**config.mk**
```make
export PLATFORM = sky130hd
export DESIGN_NAME = ctb_timebase
export DESIGN_NICKNAME = d
export VERILOG_FILES = /design/src/hw/ctb_pkg.sv /design/src/hw/ctb_tick_if.sv /design/src/hw/ctb_pin_sync.sv /design/src/hw/ctb_tick_gen.sv /design/src/hw/ctb_timebase.sv
export SDC_FILE = /design/constraint.sdc
export NUM_CORES = 1
export LEC_CHECK = 0
export BUFFER_PORTS_ARGS = -buffer_cell sky130_fd_sc_hd__buf_2
export CORE_ASPECT_RATIO = 1.5
export CORE_MARGIN = 1
export CORE_UTILIZATION = 40
export DETAILED_ROUTE_END_ITERATION = 8
export GPL_TIMING_DRIVEN = 0
export PLACE_DENSITY = 0.66
export SYNTH_ARGS = -nofsm -noshare
export SYNTH_HDL_FRONTEND = slang
export SYNTH_HIERARCHICAL = 1
export SYNTH_SLANG_ARGS = --single-unit
```
**constraint.sdc**
```tcl
create_clock -name mclk -period 2.5 [get_ports mclk]
set_input_delay 0.125 -clock mclk [delete_from_list [all_inputs] [get_ports mclk]]
set_output_delay 0.125 -clock mclk [all_outputs]
set_load 0.005 [all_outputs]
```
**src/hw/ctb_pkg.sv**
```systemverilog
// Operation
// - Free-running 16-bit counter, read as two bytes
// - One shared count for all five modules
// - Twelve-clock sources: /12, /4, timer0, external
// - Six-clock mode uses /6 and /2 instead
// - Mode byte: source bits 2:1, irq enable bit 0
// - Counter advances only while run bit set
// - Counter wrap sets overflow flag bit 7
// - Overflow interrupt only when its enable set
// - Overflow flag cleared only by software
// - Each module sets its own event flag
// - Module event flags cleared only by software
// - Timer0 overflows counted regardless of its interrupt
// - Only module four offers the watchdog function
// - Modules zero to four use port bits 3-7
// - Unused module pins stay general purpose
// - External count enters on port bit 2
// - Module flag interrupts gated by per-module enable
package ctb_pkg;

  localparam int unsigned NUM_MODULES = 5;
  localparam int unsigned PORT_W      = 6;
  localparam int unsigned ADR_W       = 6;
  localparam int unsigned WB_DATA_W   = 32;

  // Register byte offsets
  localparam logic [ADR_W-1:0] OFS_MODE      = 6'h00;
  localparam logic [ADR_W-1:0] OFS_CTRL      = 6'h04;
  localparam logic [ADR_W-1:0] OFS_CNT_LO    = 6'h08;
  localparam logic [ADR_W-1:0] OFS_CNT_HI    = 6'h0C;
  localparam logic [ADR_W-1:0] OFS_EV_IRQ_EN = 6'h10;
  localparam logic [ADR_W-1:0] OFS_CLK_CFG   = 6'h14;
  localparam logic [ADR_W-1:0] OFS_PORT_OUT  = 6'h18;
  localparam logic [ADR_W-1:0] OFS_PORT_DIR  = 6'h1C;
  localparam logic [ADR_W-1:0] OFS_PORT_IN   = 6'h20;

  // Field positions
  localparam int unsigned MODE_IRQ_EN_BIT = 0;
  localparam int unsigned MODE_SEL_LSB    = 1;
  localparam int unsigned CTRL_RUN_BIT    = 6;
  localparam int unsigned CTRL_OVF_BIT    = 7;
  localparam int unsigned CLK_SIX_BIT     = 0;
  localparam int unsigned EXT_PIN_IDX     = 0;
  localparam int unsigned MOD0_PIN_IDX    = 1;

  // Reset values and counter maximum
  localparam logic [2:0]             RST_MODE = 3'h0;
  localparam logic [15:0]            RST_CNT  = 16'h0000;
  localparam logic [NUM_MODULES-1:0] RST_FLAG = 5'h00;
  localparam logic [PORT_W-1:0]      RST_PORT = 6'h00;
  localparam logic [15:0]            CNT_MAX  = 16'hFFFF;

  // Watchdog capability, module four only
  localparam logic [NUM_MODULES-1:0] WDT_CAPABLE = 5'h10;

  // Oscillator divisors
  localparam logic [3:0] DIV12_SLOW = 4'hC;
  localparam logic [3:0] DIV12_FAST = 4'h4;
  localparam logic [3:0] DIV6_SLOW  = 4'h6;
  localparam logic [3:0] DIV6_FAST  = 4'h2;

  typedef enum logic [1:0] {
    SRC_OSC_SLOW = 2'b00,
    SRC_OSC_FAST = 2'b01,
    SRC_T0_OVF   = 2'b10,
    SRC_EXT      = 2'b11
  } ctb_src_e;

  function automatic logic adr_hit(input logic [ADR_W-1:0] adr, input logic [ADR_W-1:0] ofs);
    return adr[ADR_W-1:2] == ofs[ADR_W-1:2];
  endfunction

endpackage

```
**src/hw/ctb_tick_if.sv**
```systemverilog
`timescale 1ns/1ps
interface ctb_tick_if;
  import ctb_pkg::*;
  ctb_src_e sel;
  logic     six_clock;
  logic     t0_ovf;
  logic     ext_fall;
  logic     tick;
  modport gen  (input sel, input six_clock, input t0_ovf, input ext_fall, output tick);
  modport user (output sel, output six_clock, output t0_ovf, output ext_fall, input tick);
endinterface // ctb_tick_if

```
**src/hw/ctb_pin_sync.sv**
```systemverilog
`timescale 1ns/1ps
module ctb_pin_sync
  import ctb_pkg::*;
(
  // Clock and reset
  input  wire logic              mclk,
  input  wire logic              reset_n,
  // Pins and results
  input  wire logic [PORT_W-1:0] pin_i,
  output logic      [PORT_W-1:0] pin_sync_o,
  output logic                   ext_fall_o
);

  logic [PORT_W-1:0] meta_reg;
  logic [PORT_W-1:0] sync_reg;
  logic              ext_prev_reg;

  always_ff @(posedge mclk or negedge reset_n) begin
    if (!reset_n) begin
      meta_reg <= RST_PORT;
      sync_reg <= RST_PORT;
    end else begin
      meta_reg <= pin_i;
      sync_reg <= meta_reg;
    end
  end

  // Edge seen only on the settled copy
  always_ff @(posedge mclk or negedge reset_n) begin
    if (!reset_n) begin
      ext_prev_reg <= 1'b0;
    end else begin
      ext_prev_reg <= sync_reg[EXT_PIN_IDX];
    end
  end

  assign pin_sync_o = sync_reg;
  assign ext_fall_o = ext_prev_reg & ~sync_reg[EXT_PIN_IDX];

endmodule // ctb_pin_sync

```
**src/hw/ctb_tick_gen.sv**
```systemverilog
`timescale 1ns/1ps
module ctb_tick_gen
  import ctb_pkg::*;
(
  // Clock and reset
  input  wire logic mclk,
  input  wire logic reset_n,
  // Tick source
  ctb_tick_if.gen   tif
);

  logic [3:0] div_cnt_reg;
  logic [3:0] div_cnt_next;
  logic [3:0] divisor;
  logic       div_wrap;
  logic       tick_reg;
  logic       tick_next;

  always_comb begin
    if (tif.sel == SRC_OSC_SLOW) begin
      divisor = tif.six_clock ? DIV6_SLOW : DIV12_SLOW;
    end else begin
      divisor = tif.six_clock ? DIV6_FAST : DIV12_FAST;
    end
    div_wrap     = div_cnt_reg >= (divisor - 4'h1);
    div_cnt_next = div_wrap ? 4'h0 : div_cnt_reg + 4'h1;
  end

  always_ff @(posedge mclk or negedge reset_n) begin
    if (!reset_n) begin
      div_cnt_reg <= 4'h0;
    end else begin
      div_cnt_reg <= div_cnt_next;
    end
  end

  always_comb begin
    unique case (tif.sel)
      SRC_OSC_SLOW: tick_next = div_wrap;
      SRC_OSC_FAST: tick_next = div_wrap;
      SRC_T0_OVF:   tick_next = tif.t0_ovf;
      SRC_EXT:      tick_next = tif.ext_fall;
    endcase
  end

  always_ff @(posedge mclk or negedge reset_n) begin
    if (!reset_n) begin
      tick_reg <= 1'b0;
    end else begin
      tick_reg <= tick_next;
    end
  end

  assign tif.tick = tick_reg;

endmodule // ctb_tick_gen

```
**src/hw/ctb_timebase.sv**
```systemverilog
// Our own choices: the Wishbone interface to the registers and the register addresses.
`timescale 1ns/1ps
module ctb_timebase
  import ctb_pkg::*;
(
  // Clock and reset
  input  wire logic                   mclk,
  input  wire logic                   reset_n,
  // Wishbone slave
  input  wire logic                   wb_cyc_i,
  input  wire logic                   wb_stb_i,
  input  wire logic                   wb_we_i,
  input  wire logic [ADR_W-1:0]       wb_adr_i,
  input  wire logic [3:0]             wb_sel_i,
  input  wire logic [WB_DATA_W-1:0]   wb_dat_i,
  output logic      [WB_DATA_W-1:0]   wb_dat_o,
  output logic                        wb_ack_o,
  // Capture/compare module side
  input  wire logic                   timer0_overflow,
  input  wire logic [NUM_MODULES-1:0] module_event,
  input  wire logic [NUM_MODULES-1:0] module_watchdog_req,
  input  wire logic [NUM_MODULES-1:0] module_pin_use,
  input  wire logic [NUM_MODULES-1:0] module_pin_out,
  input  wire logic [NUM_MODULES-1:0] module_pin_drive,
  output logic      [15:0]            count_value,
  output logic      [NUM_MODULES-1:0] module_pin_in,
  output logic                        watchdog_timeout,
  // Port one, bits 7 down to 2
  input  wire logic [PORT_W-1:0]      p1_pin_i,
  output logic      [PORT_W-1:0]      p1_pin_o,
  output logic      [PORT_W-1:0]      p1_pin_oe_n,
  // Interrupt request
  output logic                        array_irq
);

  // Register state
  logic [2:0]             timebase_mode_byte_reg;
  logic                   counter_run_reg;
  logic                   overflow_flag_reg;
  logic [NUM_MODULES-1:0] module_event_flag_reg;
  logic [NUM_MODULES-1:0] module_event_irq_enable_reg;
  logic                   six_clock_reg;
  logic [PORT_W-1:0]      port_out_reg;
  logic [PORT_W-1:0]      port_dir_reg;
  logic [15:0]            count_reg;
  logic [15:0]            count_next;
  logic                   overflow_flag_next;
  logic [NUM_MODULES-1:0] module_event_flag_next;

  // Bus state
  logic                   wb_ack_reg;
  logic [WB_DATA_W-1:0]   wb_dat_reg;
  logic [WB_DATA_W-1:0]   rd_data;
  logic                   wb_req;
  logic                   wr_commit;
  logic                   wr_mode;
  logic                   wr_ctrl;
  logic                   wr_cnt_lo;
  logic                   wr_cnt_hi;
  logic                   wr_ev_en;
  logic                   wr_clk_cfg;
  logic                   wr_port_out;
  logic                   wr_port_dir;

  // Datapath
  logic                   count_step;
  logic                   ovf_event;
  logic                   array_irq_reg;
  logic                   watchdog_reg;
  logic [PORT_W-1:0]      pin_sync;
  logic                   ext_fall;
  logic [PORT_W-1:0]      pin_use_vec;
  logic [PORT_W-1:0]      pin_mod_out_vec;
  logic [PORT_W-1:0]      pin_mod_drv_vec;
  logic [PORT_W-1:0]      pin_o_next;
  logic [PORT_W-1:0]      pin_oe_n_next;
  logic [PORT_W-1:0]      pin_o_reg;
  logic [PORT_W-1:0]      pin_oe_n_reg;

  ctb_tick_if tif ();

  ctb_pin_sync u_pin_sync (
    .mclk       (mclk),
    .reset_n    (reset_n),
    .pin_i      (p1_pin_i),
    .pin_sync_o (pin_sync),
    .ext_fall_o (ext_fall)
  );

  ctb_tick_gen u_tick_gen (
    .mclk    (mclk),
    .reset_n (reset_n),
    .tif     (tif)
  );

  assign tif.sel       = ctb_src_e'(timebase_mode_byte_reg[MODE_SEL_LSB +: 2]);
  assign tif.six_clock = six_clock_reg;
  assign tif.t0_ovf    = timer0_overflow;
  assign tif.ext_fall  = ext_fall;

  // Wishbone handshake: ack one cycle after the request, writes commit on the ack edge
  assign wb_req    = wb_cyc_i & wb_stb_i;
  assign wr_commit = wb_req & wb_we_i & wb_ack_reg & wb_sel_i[0];
  assign wr_mode     = wr_commit & adr_hit(wb_adr_i, OFS_MODE);
  assign wr_ctrl     = wr_commit & adr_hit(wb_adr_i, OFS_CTRL);
  assign wr_cnt_lo   = wr_commit & adr_hit(wb_adr_i, OFS_CNT_LO);
  assign wr_cnt_hi   = wr_commit & adr_hit(wb_adr_i, OFS_CNT_HI);
  assign wr_ev_en    = wr_commit & adr_hit(wb_adr_i, OFS_EV_IRQ_EN);
  assign wr_clk_cfg  = wr_commit & adr_hit(wb_adr_i, OFS_CLK_CFG);
  assign wr_port_out = wr_commit & adr_hit(wb_adr_i, OFS_PORT_OUT);
  assign wr_port_dir = wr_commit & adr_hit(wb_adr_i, OFS_PORT_DIR);

  always_ff @(posedge mclk or negedge reset_n) begin
    if (!reset_n) begin
      wb_ack_reg <= 1'b0;
    end else begin
      wb_ack_reg <= wb_req & ~wb_ack_reg;
    end
  end

  always_comb begin
    rd_data = '0;
    case ({wb_adr_i[ADR_W-1:2], 2'b00})
      OFS_MODE:      rd_data[2:0] = timebase_mode_byte_reg;
      OFS_CTRL:      rd_data[7:0] = {overflow_flag_reg, counter_run_reg, 1'b0, module_event_flag_reg};
      OFS_CNT_LO:    rd_data[7:0] = count_reg[7:0];
      OFS_CNT_HI:    rd_data[7:0] = count_reg[15:8];
      OFS_EV_IRQ_EN: rd_data[NUM_MODULES-1:0] = module_event_irq_enable_reg;
      OFS_CLK_CFG:   rd_data[CLK_SIX_BIT] = six_clock_reg;
      OFS_PORT_OUT:  rd_data[PORT_W-1:0] = port_out_reg;
      OFS_PORT_DIR:  rd_data[PORT_W-1:0] = port_dir_reg;
      OFS_PORT_IN:   rd_data[PORT_W-1:0] = pin_sync;
      default:       rd_data = '0;
    endcase
  end

  // Read data sampled with the request, stable while ack is high
  always_ff @(posedge mclk or negedge reset_n) begin
    if (!reset_n) begin
      wb_dat_reg <= '0;
    end else if (wb_req & ~wb_ack_reg) begin
      wb_dat_reg <= rd_data;
    end
  end

  // Configuration registers
  always_ff @(posedge mclk or negedge reset_n) begin
    if (!reset_n) begin
      timebase_mode_byte_reg <= RST_MODE;
    end else if (wr_mode) begin
      timebase_mode_byte_reg <= wb_dat_i[2:0];
    end
  end

  always_ff @(posedge mclk or negedge reset_n) begin
    if (!reset_n) begin
      module_event_irq_enable_reg <= RST_FLAG;
    end else if (wr_ev_en) begin
      module_event_irq_enable_reg <= wb_dat_i[NUM_MODULES-1:0];
    end
  end

  // Clock mode should only change while the counter is stopped
  always_ff @(posedge mclk or negedge reset_n) begin
    if (!reset_n) begin
      six_clock_reg <= 1'b0;
    end else if (wr_clk_cfg) begin
      six_clock_reg <= wb_dat_i[CLK_SIX_BIT];
    end
  end

  always_ff @(posedge mclk or negedge reset_n) begin
    if (!reset_n) begin
      port_out_reg <= RST_PORT;
      port_dir_reg <= RST_PORT;
    end else begin
      if (wr_port_out) begin
        port_out_reg <= wb_dat_i[PORT_W-1:0];
      end
      if (wr_port_dir) begin
        port_dir_reg <= wb_dat_i[PORT_W-1:0];
      end
    end
  end

  // Run control
  always_ff @(posedge mclk or negedge reset_n) begin
    if (!reset_n) begin
      counter_run_reg <= 1'b0;
    end else if (wr_ctrl) begin
      counter_run_reg <= wb_dat_i[CTRL_RUN_BIT];
    end
  end

  // Counter; a software load of either byte wins over a step in the same cycle for that byte, the other byte keeps the stepped value
  assign count_step = counter_run_reg & tif.tick;
  assign ovf_event  = count_step & (count_reg == CNT_MAX);

  always_comb begin
    count_next = count_reg;
    if (count_step) begin
      count_next = count_reg + 16'h0001;
    end
    if (wr_cnt_lo) begin
      count_next[7:0] = wb_dat_i[7:0];
    end
    if (wr_cnt_hi) begin
      count_next[15:8] = wb_dat_i[7:0];
    end
  end

  always_ff @(posedge mclk or negedge reset_n) begin
    if (!reset_n) begin
      count_reg <= RST_CNT;
    end else begin
      count_reg <= count_next;
    end
  end

  // Flags: hardware only sets, and a set beats a software clear in the same cycle
  always_comb begin
    overflow_flag_next     = wr_ctrl ? wb_dat_i[CTRL_OVF_BIT] : overflow_flag_reg;
    module_event_flag_next = wr_ctrl ? wb_dat_i[NUM_MODULES-1:0] : module_event_flag_reg;
    overflow_flag_next     = overflow_flag_next | ovf_event;
    module_event_flag_next = module_event_flag_next | module_event;
  end

  always_ff @(posedge mclk or negedge reset_n) begin
    if (!reset_n) begin
      overflow_flag_reg     <= 1'b0;
      module_event_flag_reg <= RST_FLAG;
    end else begin
      overflow_flag_reg     <= overflow_flag_next;
      module_event_flag_reg <= module_event_flag_next;
    end
  end

  // Interrupt request
  always_ff @(posedge mclk or negedge reset_n) begin
    if (!reset_n) begin
      array_irq_reg <= 1'b0;
    end else begin
      array_irq_reg <= (overflow_flag_reg & timebase_mode_byte_reg[MODE_IRQ_EN_BIT])
                     | (|(module_event_flag_reg & module_event_irq_enable_reg));
    end
  end

  // Watchdog requests from modules that cannot host one are ignored
  always_ff @(posedge mclk or negedge reset_n) begin
    if (!reset_n) begin
      watchdog_reg <= 1'b0;
    end else begin
      watchdog_reg <= |(module_watchdog_req & WDT_CAPABLE);
    end
  end

  // Pin ownership: a module claims its pin, otherwise the pin is plain I/O
  assign pin_use_vec     = {module_pin_use, 1'b0};
  assign pin_mod_out_vec = {module_pin_out, 1'b0};
  assign pin_mod_drv_vec = {module_pin_drive, 1'b0};

  always_comb begin
    for (int i = 0; i < PORT_W; i++) begin
      if (pin_use_vec[i]) begin
        pin_o_next[i]    = pin_mod_out_vec[i];
        pin_oe_n_next[i] = ~pin_mod_drv_vec[i];
      end else begin
        pin_o_next[i]    = port_out_reg[i];
        pin_oe_n_next[i] = ~port_dir_reg[i];
      end
    end
  end

  always_ff @(posedge mclk or negedge reset_n) begin
    if (!reset_n) begin
      pin_o_reg    <= RST_PORT;
      pin_oe_n_reg <= '1;
    end else begin
      pin_o_reg    <= pin_o_next;
      pin_oe_n_reg <= pin_oe_n_next;
    end
  end

  // Outputs
  assign wb_ack_o         = wb_ack_reg;
  assign wb_dat_o         = wb_dat_reg;
  assign count_value      = count_reg;
  assign module_pin_in    = pin_sync[PORT_W-1:MOD0_PIN_IDX];
  assign watchdog_timeout = watchdog_reg;
  assign array_irq        = array_irq_reg;
  assign p1_pin_o         = pin_o_reg;
  assign p1_pin_oe_n      = pin_oe_n_reg;

  // Checks
  a_count_advance: assert property (@(posedge mclk) disable iff (!reset_n)
    count_step && !wr_cnt_lo && !wr_cnt_hi |=> count_reg == $past(count_reg) + 16'h0001)
    else $error("counter did not advance on a tick");

  a_count_hold: assert property (@(posedge mclk) disable iff (!reset_n)
    !counter_run_reg && !wr_cnt_lo && !wr_cnt_hi |=> $stable(count_reg))
    else $error("counter moved while stopped");

  a_overflow_set: assert property (@(posedge mclk) disable iff (!reset_n)
    count_step && count_reg == CNT_MAX && !wr_cnt_lo && !wr_cnt_hi |=> overflow_flag_reg && count_reg == 16'h0000)
    else $error("wrap did not set overflow flag");

  a_overflow_sticky: assert property (@(posedge mclk) disable iff (!reset_n)
    overflow_flag_reg && !wr_ctrl |=> overflow_flag_reg)
    else $error("overflow flag cleared by hardware");

  a_module_flag_set: assert property (@(posedge mclk) disable iff (!reset_n)
    |module_event |=> (module_event_flag_reg & $past(module_event)) == $past(module_event))
    else $error("module event did not set its flag");

  a_module_flag_keep: assert property (@(posedge mclk) disable iff (!reset_n)
    !wr_ctrl |=> (module_event_flag_reg & $past(module_event_flag_reg)) == $past(module_event_flag_reg))
    else $error("module flag cleared by hardware");

  a_irq_gated: assert property (@(posedge mclk) disable iff (!reset_n)
    !timebase_mode_byte_reg[MODE_IRQ_EN_BIT] && (module_event_flag_reg & module_event_irq_enable_reg) == '0
    |=> !array_irq)
    else $error("interrupt raised with sources masked");

  a_module_irq: assert property (@(posedge mclk) disable iff (!reset_n)
    (module_event_flag_reg & module_event_irq_enable_reg) != '0 |=> array_irq)
    else $error("enabled module flag gave no interrupt");

  a_timer0_tick: assert property (@(posedge mclk) disable iff (!reset_n)
    tif.sel == SRC_T0_OVF && timer0_overflow |=> tif.tick)
    else $error("timer0 overflow not turned into a tick");

  a_ext_tick: assert property (@(posedge mclk) disable iff (!reset_n)
    tif.sel == SRC_EXT && $fell(pin_sync[EXT_PIN_IDX]) |=> tif.tick)
    else $error("external falling edge not counted");

  a_watchdog_m4: assert property (@(posedge mclk) disable iff (!reset_n)
    !module_watchdog_req[NUM_MODULES-1] |=> !watchdog_timeout)
    else $error("watchdog from a module without it");

  a_pin_route: assert property (@(posedge mclk) disable iff (!reset_n)
    module_pin_use[0] && module_pin_drive[0] |=> !p1_pin_oe_n[MOD0_PIN_IDX]
    && p1_pin_o[MOD0_PIN_IDX] == $past(module_pin_out[0]))
    else $error("module zero pin not routed");

  a_pin_gpio: assert property (@(posedge mclk) disable iff (!reset_n)
    !module_pin_use[0] |=> p1_pin_o[MOD0_PIN_IDX] == $past(port_out_reg[MOD0_PIN_IDX]))
    else $error("free pin lost its port value");

endmodule // ctb_timebase

```
==> results of run 1 <==
[layer usage]
layer | track usage (%) | wire length [um] | share of wire [%] | up-vias
met2 | 36.3 | 5690 | 52 | 107
met3 | 3.75 | 459 | 4.2 | 17
met5 | 0 | 0 | 0 | -
met4 | 9.61 | 288 | 2.6 | 0
li1 | - | - | - | 1580
met1 | 26.4 | 4480 | 41 | 1649
[how the worst max path moves through the flow]
stage | end | from
finish | port_out_reg[1]$_DFFE_PN0P_ | wb_ack_o$_DFF_PN0_
global route | count_value[7]$_DFFE_PN0P_ | wb_ack_o$_DFF_PN0_
CTS | count_value[15]$_DFFE_PN0P_ | count_value[3]$_DFFE_PN0P_
detailed placement | count_value[5]$_DFFE_PN0P_ | wb_adr_i[5]
global placement | u_pin_sync/pin_sync_o[1]$_DFF_PN0_ | reset_n
floorplan | count_value[15]$_DFFE_PN0P_ | count_value[8]$_DFFE_PN0P_
[cell type report]
type / instances / area [sq um]
Clock inverter: 6 / 110
Buffer: 37 / 244
Clock buffer: 10 / 239
Antenna cell: 1 / 2.50
Sequential cell: 85 / 2130
Timing Repair Buffer: 111 / 696
Tap cell: 117 / 146
Inverter: 11 / 41.3
Fill cell: 907 / 4670
Multi-Input combinational cell: 265 / 1850
[kinds of logic after synthesis]
logic type / count (synthesis)
simple gates: 109
compound gates: 64
mux: 48
xor+xnor: 15
fa+ha+maj: 5
flops: 85
other cells: 1
buf+inv: 48
[stage by stage]
step | total power [mW] | util [%] | worst slack [ns]
6_report | 4.08 | 54.0 | 0.656
5_1_grt | 4.28 | 54.0 | 0.510
4_1_cts | 4.11 | 53.9 | 0.663
3_5_place_dp | 2.52 | 48.2 | 0.669
3_3_place_gp | 2.47 | 47.9 | 0.643
2_1_floorplan | 2.18 | - | 0.891
[power by group through the flow]
| stage | clock [mW] | sequential [mW] | combinational (mW) |
|---|---|---|---|
| after floorplan | 0 | 1.70 | 0.480 |
| after global placement | 0 | 1.73 | 0.745 |
| after detailed placement | 0 | 1.74 | 0.786 |
| after CTS | 1.58 | 1.71 | 0.818 |
| after global routing | 1.62 | 1.74 | 0.916 |
| final | 1.55 | 1.72 | 0.814 |
[cells in the final DEF, fill, tap and decap left out, types with 6 or more instances in the layout]
cell / instances
dfrtp_1: 79
a211o_1: 7
mux2i_1: 16
a21oi_1: 11
nand2_1: 36
conb_1: 24
xnor2_1: 13
nor2b_1: 8
mux2_2: 29
inv_1: 11
buf_2: 95
nor2_1: 14
o21ai_0: 21
dlygate4sd3_1: 23
nand3_1: 10
nor3_1: 7
dfstp_2: 6
buf_4: 26
clkbuf_16: 9
[repair_timing]
| action | CTS | global route |
|---|---|---|
| hold buffers | 23 | 0 |
| endpoints found under the hold margin | 53 | 0 |
| setup endpoints to repair | 0 | 0 |
==> summary.md, run 1 <==
| Metric | Value |
|---|---|
| Crit. End Element | flop |
| Synth area leader | dfrtp_1 |
| Hold Crit Start | module_pin_out[3] |
| Sw Ratio | 28.3% |
| Final worst-path cycle share | 73.8% |
| Synth area leaders | dfrtp_1 47%, mux2_2 7.8%, buf_4 4.5%, mux2i_1 3.8%, dfstp_2 3.8% |
| Top_reg_cell synth | dfrtp_1 |
| Fin crit period | 1.84 ns |
| FF-to-FF setup slack | 0.66 ns |
| WL/cell | about 17 um |
| CTS tree | yes |
| Chip Height | roughly 130 um |
| Synthesis Warnings | 6 |
| Drt drc | 0 |
| Leakage | 2.57 nW |
| Synth top area share | 47.2% |
| Cell area after synthesis | 0.00419 sq mm |
| Hold EP | p1_pin_o[4]$_DFF_PN0_ |
| Largest net degree at the start of global routing | 48 |
| P_sw | 1.15 mW |
| RSZ-0062 raised after global routing | false |
| Netlist cell types | 57 |
| Net count, final | 604 |
| Vias per inst | 5.21 |
| Adder-Cell Fraction of Synth Area | under 10% |
| Hold Crit Class | primary input to flop |
| Final hold viol count | 0 |
| Max Freq | 542 MHz |
| Slew @ Worst Pin | 0.579 ns |
| Status | finished, final reports clean |
| Kind of cell adding the most delay to the critical path | simple AND/OR/NAND/NOR gates |
| P_int | 2.92 mW |
| CP Launch Type | flop |
| XOR/XNOR share of the synthesized area | 3.14% |
| Post-CTS Setup Inserts | 0 |
| Overall Global Routing Usage | 21.3% |
| Final-report setup violation count | 0 |
| Antenna violations before repair | 1 |
| Grt total ovfl | 0 |
| Clk root buf | clkbuf_16 |
| Worst Hold Slack | around 0.014 ns |
| Post-Place Cells | 603 |
| Layout cell share with drive strength beyond 1 | between 30% and 40% |
| GPL Wtd Cong | 0.902 |
| Die footprint | roughly 0.011 sq mm |
| Hold path cells | 2 |
| Dpl cell area | 0.00489 sq mm |
| Crit Path Max Fanout | 6 |
| Clock buffer count from CTS | 9 |
| Levels on crit path | 4 |
| Post-Synth Simple-Gate Area | 14.0% |
| First-pass GRT wire length | 17400 um |
| Top-level port count | roughly 150 |
| Crit Path Class | flop to flop |
| Vias in the first global route | 3260 |
| Maximum capacitance violations | 0 |
| ANT nets after route | 0 |
| Worst-Skew Late Latency | 0.34 ns |
| Post-synth EDFFs | 0 |
| Worst Clk Skew | a little under 0.008 ns |
| Seq cells post-synth | 85 |
| CP Buf/Inv Count | 0 |
| Post_cts resized | 0 |
| Register area share after synthesis | 51.0% |
| 1st-pass router iterations | 5 |
| R2R Path End | port_out_reg[1]$_DFFE_PN0P_ |
| WL final | roughly 11000 um |
| Max transition margin | 61.4% |
| H-Tree Depth | 3 |
| Count leader, synth | dfrtp_1 |
| Std cell rows | 45 |
| Multiplexer share of the synthesized area | 13.3% |
| Mean Syn Cell Area | 11.2 sq um |
| Port Buf Inserts | 87 |
| Pwr dens | 746 mW/mm^2 |
| R2R Path Start | wb_ack_o$_DFF_PN0_ |
| Bufs on Longest Clock Path | 2 |
| Crit path largest cell delay | 0.44 ns |
| Seq pwr share | between 40% and 50% |
| Setup_tns | 0 ns |
| Fin cells | around 640 |
| CTS Sinks | 85 |
| Core footprint | 0.0101 sq mm |
| Critical path, cell by cell | nand4b_1 > or3_4 > nor2_2 > mux2_2 |
| Post-synth top cells | 79 x dfrtp_1, 36 x nand2_1, 29 x mux2_2, 25 x buf_4, 21 x o21ai_0 |
| Logic pwr share | between 20% and 30% |
| Reg clk slew, reported paths | 0.06 ns |
| Initial Util | 41.3% |
| Final Cell Area | 0.00547 sq mm |
| Hpwl dp | approximately 8000 um |
| Area growth syn-to-layout | 30.6% |
| Clock share of power | 37.9% |
| Initial DRC count | 191 |
| Max reg flops | 16 |
| Crit-path slowest cell | nor2_2 |
| Largest family of logic cells by synthesized area | simple AND/OR/NAND/NOR gates |
| DIE WIDTH | 85.5 um |
| Reg2reg path depth | 4 |
| Compound-cell area share of the yosys netlist | roughly a tenth |
| Worst Path Arrival | just over 2 ns |
| Syn Inst Count | about 380 |
| Fraction of registers with async set/reset | 100% |
| Max VDD drop | between 0.0003 and 0.0004 V |
| Req. time, crit path | approximately 2.7 ns |
| Via count | 3353 |
| Slew Viols, Final | 0 |
Power figures use the tool's default switching activity.
==> run 2, diff against run 1 <==
- PLACE_DENSITY: 0.66 -> 0.69
- clock period: 2.5 -> 1.5 ns (I/O delays scaled with it)
==> run 2 against run 1 <==
The flow now finishes with violations (negative setup slack). First-iteration DRC count increased by 94%. Utilization increased by 8.2 points. Via count increased by 14%. Total power increased by 81%. Register-to-register slack got worse by 0.78 ns. Critical endpoint is now port_out_reg[2]$_DFFE_PN0P_.
==> summary.md, run 2 (synthesis results as in run 1) <==
| Metric | Value |
|---|---|
| Final hold viol count | 0 (unchanged) |
| Req. time, crit path | 1.73 ns (was 2.72 ns) |
| P_int | 4.98 mW (was 2.92 mW) |
| Overall Global Routing Usage | 23.6% (was 21.3%) |
| First-pass GRT wire length | 19300 um (was 17400 um) |
| Final Cell Area | 0.00630 sq mm (was 0.00547 sq mm) |
| Max Freq | 617 MHz (was 542 MHz) |
| Worst Clk Skew | 0.00799 ns (was 0.00781 ns) |
| Top-level port count | 147 (unchanged) |
| H-Tree Depth | 3 (unchanged) |
| Std cell rows | 45 (unchanged) |
| Power Total | 7.37 mW (was 4.08 mW) |
| P_sw | 2.39 mW (was 1.15 mW) |
| FF-to-FF setup slack | -0.12 ns (was 0.66 ns) |
| Clk root buf | clkbuf_16 (unchanged) |
| Worst Path Arrival | 1.85 ns (was 2.06 ns) |
| Chip Height | 127 um (unchanged) |
| Initial Util | 41.3% (unchanged) |
| Clock share of power | 30.8% (was 37.9%) |
| Pwr dens | 1170 mW/mm^2 (was 746 mW/mm^2) |
| Seq pwr share | 38.7% (was 42.1%) |
| Reg clk slew, reported paths | 0.07 ns (was 0.06 ns) |
| CTS Sinks | 85 (unchanged) |
| Final-report setup violation count | 42 (was 0) |
| Bufs on Longest Clock Path | 2 (unchanged) |
| ANT nets after route | 0 (unchanged) |
| Post-Place Cells | 603 (unchanged) |
| Crit-path slowest cell | or3_4 (was nor2_2) |
| Largest net degree at the start of global routing | 69 (was 48) |
| 1st-pass router iterations | 5 (unchanged) |
| Max VDD drop | 0.000789 V (was 0.000357 V) |
| Logic pwr share | 30.5% (was 20.0%) |
| Max reg flops | 16 (unchanged) |
| Critical path, cell by cell | nand4b_1 > or3_4 > nor2_4 > buf_6 > mux2_4 (was nand4b_1 > or3_4 > nor2_2 > mux2_2) |
| Drt drc | 0 (unchanged) |
| Max transition margin | 61.0% (was 61.4%) |
| Crit Path Max Fanout | 4 (was 6) |
| Worst-Skew Late Latency | 0.34 ns (about the same) |
| Kind of cell adding the most delay to the critical path | simple AND/OR/NAND/NOR gates (unchanged) |
| DIE WIDTH | 85.5 um (unchanged) |
| Net count, final | 652 (was 604) |
| Dpl cell area | 0.00491 sq mm (was 0.00489 sq mm) |
| Via count | 3807 (was 3353) |
| Pre-CTS WS | -0.279 ns (was 0.669 ns) |
| Grt total ovfl | 0 (unchanged) |
| Crit Path Class | flop to flop (unchanged) |
| Slew @ Worst Pin | 0.586 ns (was 0.579 ns) |
| Vias in the first global route | 3634 (was 3260) |
| CTS tree | yes (unchanged) |
| GPL Wtd Cong | 0.922 (was 0.902) |
| Maximum capacitance violations | 0 (unchanged) |
| WL final | 12700 um (was 10900 um) |
| Port Buf Inserts | 87 (unchanged) |
| Hpwl dp | 7810 um (was 7990 um) |
| Hold Crit Class | primary input to flop (unchanged) |
| Antenna diode count | 0 (was 1) |
| Layout cell share with drive strength beyond 1 | 51.1% (was 35.6%) |
| Slew Viols, Final | 0 (unchanged) |
| Final worst-path cycle share | 108% (was 73.8%) |
| Fin cells | 690 (was 643) |
| Failing checks | negative setup slack |
| Leakage | 2.92 nW (was 2.57 nW) |
| CP Launch Type | flop (unchanged) |
| WL/cell | 18.5 um (was 17.0 um) |
| Antenna violations before repair | 0 (was 1) |
| Fin crit period | 1.62 ns (was 1.84 ns) |
| CP Buf/Inv Count | 1 (was 0) |
| Status | complete, but fails checks (was finished, final reports clean) |
| Commonest non-fill, non-tap cell in the layout | buf_2 (unchanged) |
| Fin worst setup slack | -0.120 ns (was 0.656 ns) |
| Crit path largest cell delay | 0.41 ns (was 0.44 ns) |
| Die footprint | 0.0109 sq mm (unchanged) |
| Core footprint | 0.0101 sq mm (unchanged) |
| Initial DRC count | 370 (was 191) |
| RSZ-0062 raised after global routing | true (was false) |
| Clock buffer count from CTS | 9 (unchanged) |
| Vias per inst | 5.52 (was 5.21) |
| Sw Ratio | 32.4% (was 28.3%) |
| Area growth syn-to-layout | 50.4% (was 30.6%) |
| Crit. End Element | flop (unchanged) |
| Most frequent cells in the layout | 94 x buf_2, 64 x dfrtp_1, 49 x buf_4, 31 x dlygate4sd3_1, 24 x conb_1 (was 95 x buf_2, 79 x dfrtp_1, 36 x nand2_1, 29 x mux2_2, 26 x buf_4) |
run 2: final timing paths:
kind / start / to / cells after the start
worst max register to register: wb_ack_o$_DFF_PN0_ / port_out_reg[2]$_DFFE_PN0P_ / 5
min in group asynchronous: reset_n / module_event_flag_reg[1]$_DFF_PN0_ / 2
worst max-delay path: wb_ack_o$_DFF_PN0_ / port_out_reg[2]$_DFFE_PN0P_ / 5
worst min register to register: u_pin_sync/meta_reg[3]$_DFF_PN0_ / u_pin_sync/pin_sync_o[3]$_DFF_PN0_ / 0
worst min-delay path: wb_dat_i[7] / count_value[7]$_DFFE_PN0P_ / 3
max in group asynchronous: reset_n / p1_pin_oe_n[5]$_DFF_PN1_ / 3
run 2: layout make-up:
cell class / count / area (sq um)
clock inverter: 7 / 77.6
timing repair buffer: 159 / 1130
fill: 784 / 3840
sequential: 85 / 2150
clock buffer: 9 / 225
inverter: 11 / 41.3
multi-input combinational: 265 / 2260
buffer: 37 / 262
tap: 117 / 146
run 2: tightest hold or removal path, cell delays in order:
cell,delay [ns]
buf_2,0.13
nand2_2,0.06
o21ai_2,0.04
run 2: metrics by stage:
step	utilization (%)	hold WS, ns	setup TNS [ns]
3_3_place_gp	48.1	0.184	-34.06
5_1_grt	62.1	0.00660	-5.02
2_1_floorplan	-	-0.221	-0.103
4_1_cts	59.1	0.000863	-1.94
3_5_place_dp	48.4	-0.0294	-8.43
6_report	62.1	0.00608	-3.06
run 2: power by group through the flow:
stage | logic [mW] | clock network, mW | registers (mW)
final | 2.25 | 2.27 | 2.85
after global routing | 2.43 | 2.41 | 2.88
after CTS | 1.91 | 2.31 | 2.83
after detailed placement | 1.32 | 0 | 2.89
after global placement | 1.25 | 0 | 2.88
after floorplan | 0.816 | 0 | 2.84
run 2: metal layers:
layer	track usage [%]	vias up	wire length, um
met5	0	-	0
met4	12.1	0	688
met1	29.2	1845	4770
li1	-	1683	-
met3	4.39	53	846
met2	39.3	226	6430
run 2: what timing repair did:
item | 4_1_cts | 5_1_grt
resized for setup | 60 | 82
cloned | 1 | 2
endpoints found under the hold margin | 107 | 1
setup endpoints to repair | 48 | 55
hold buffers | 30 | 1
setup buffers | 28 | 9
pin swaps | 16 | 28
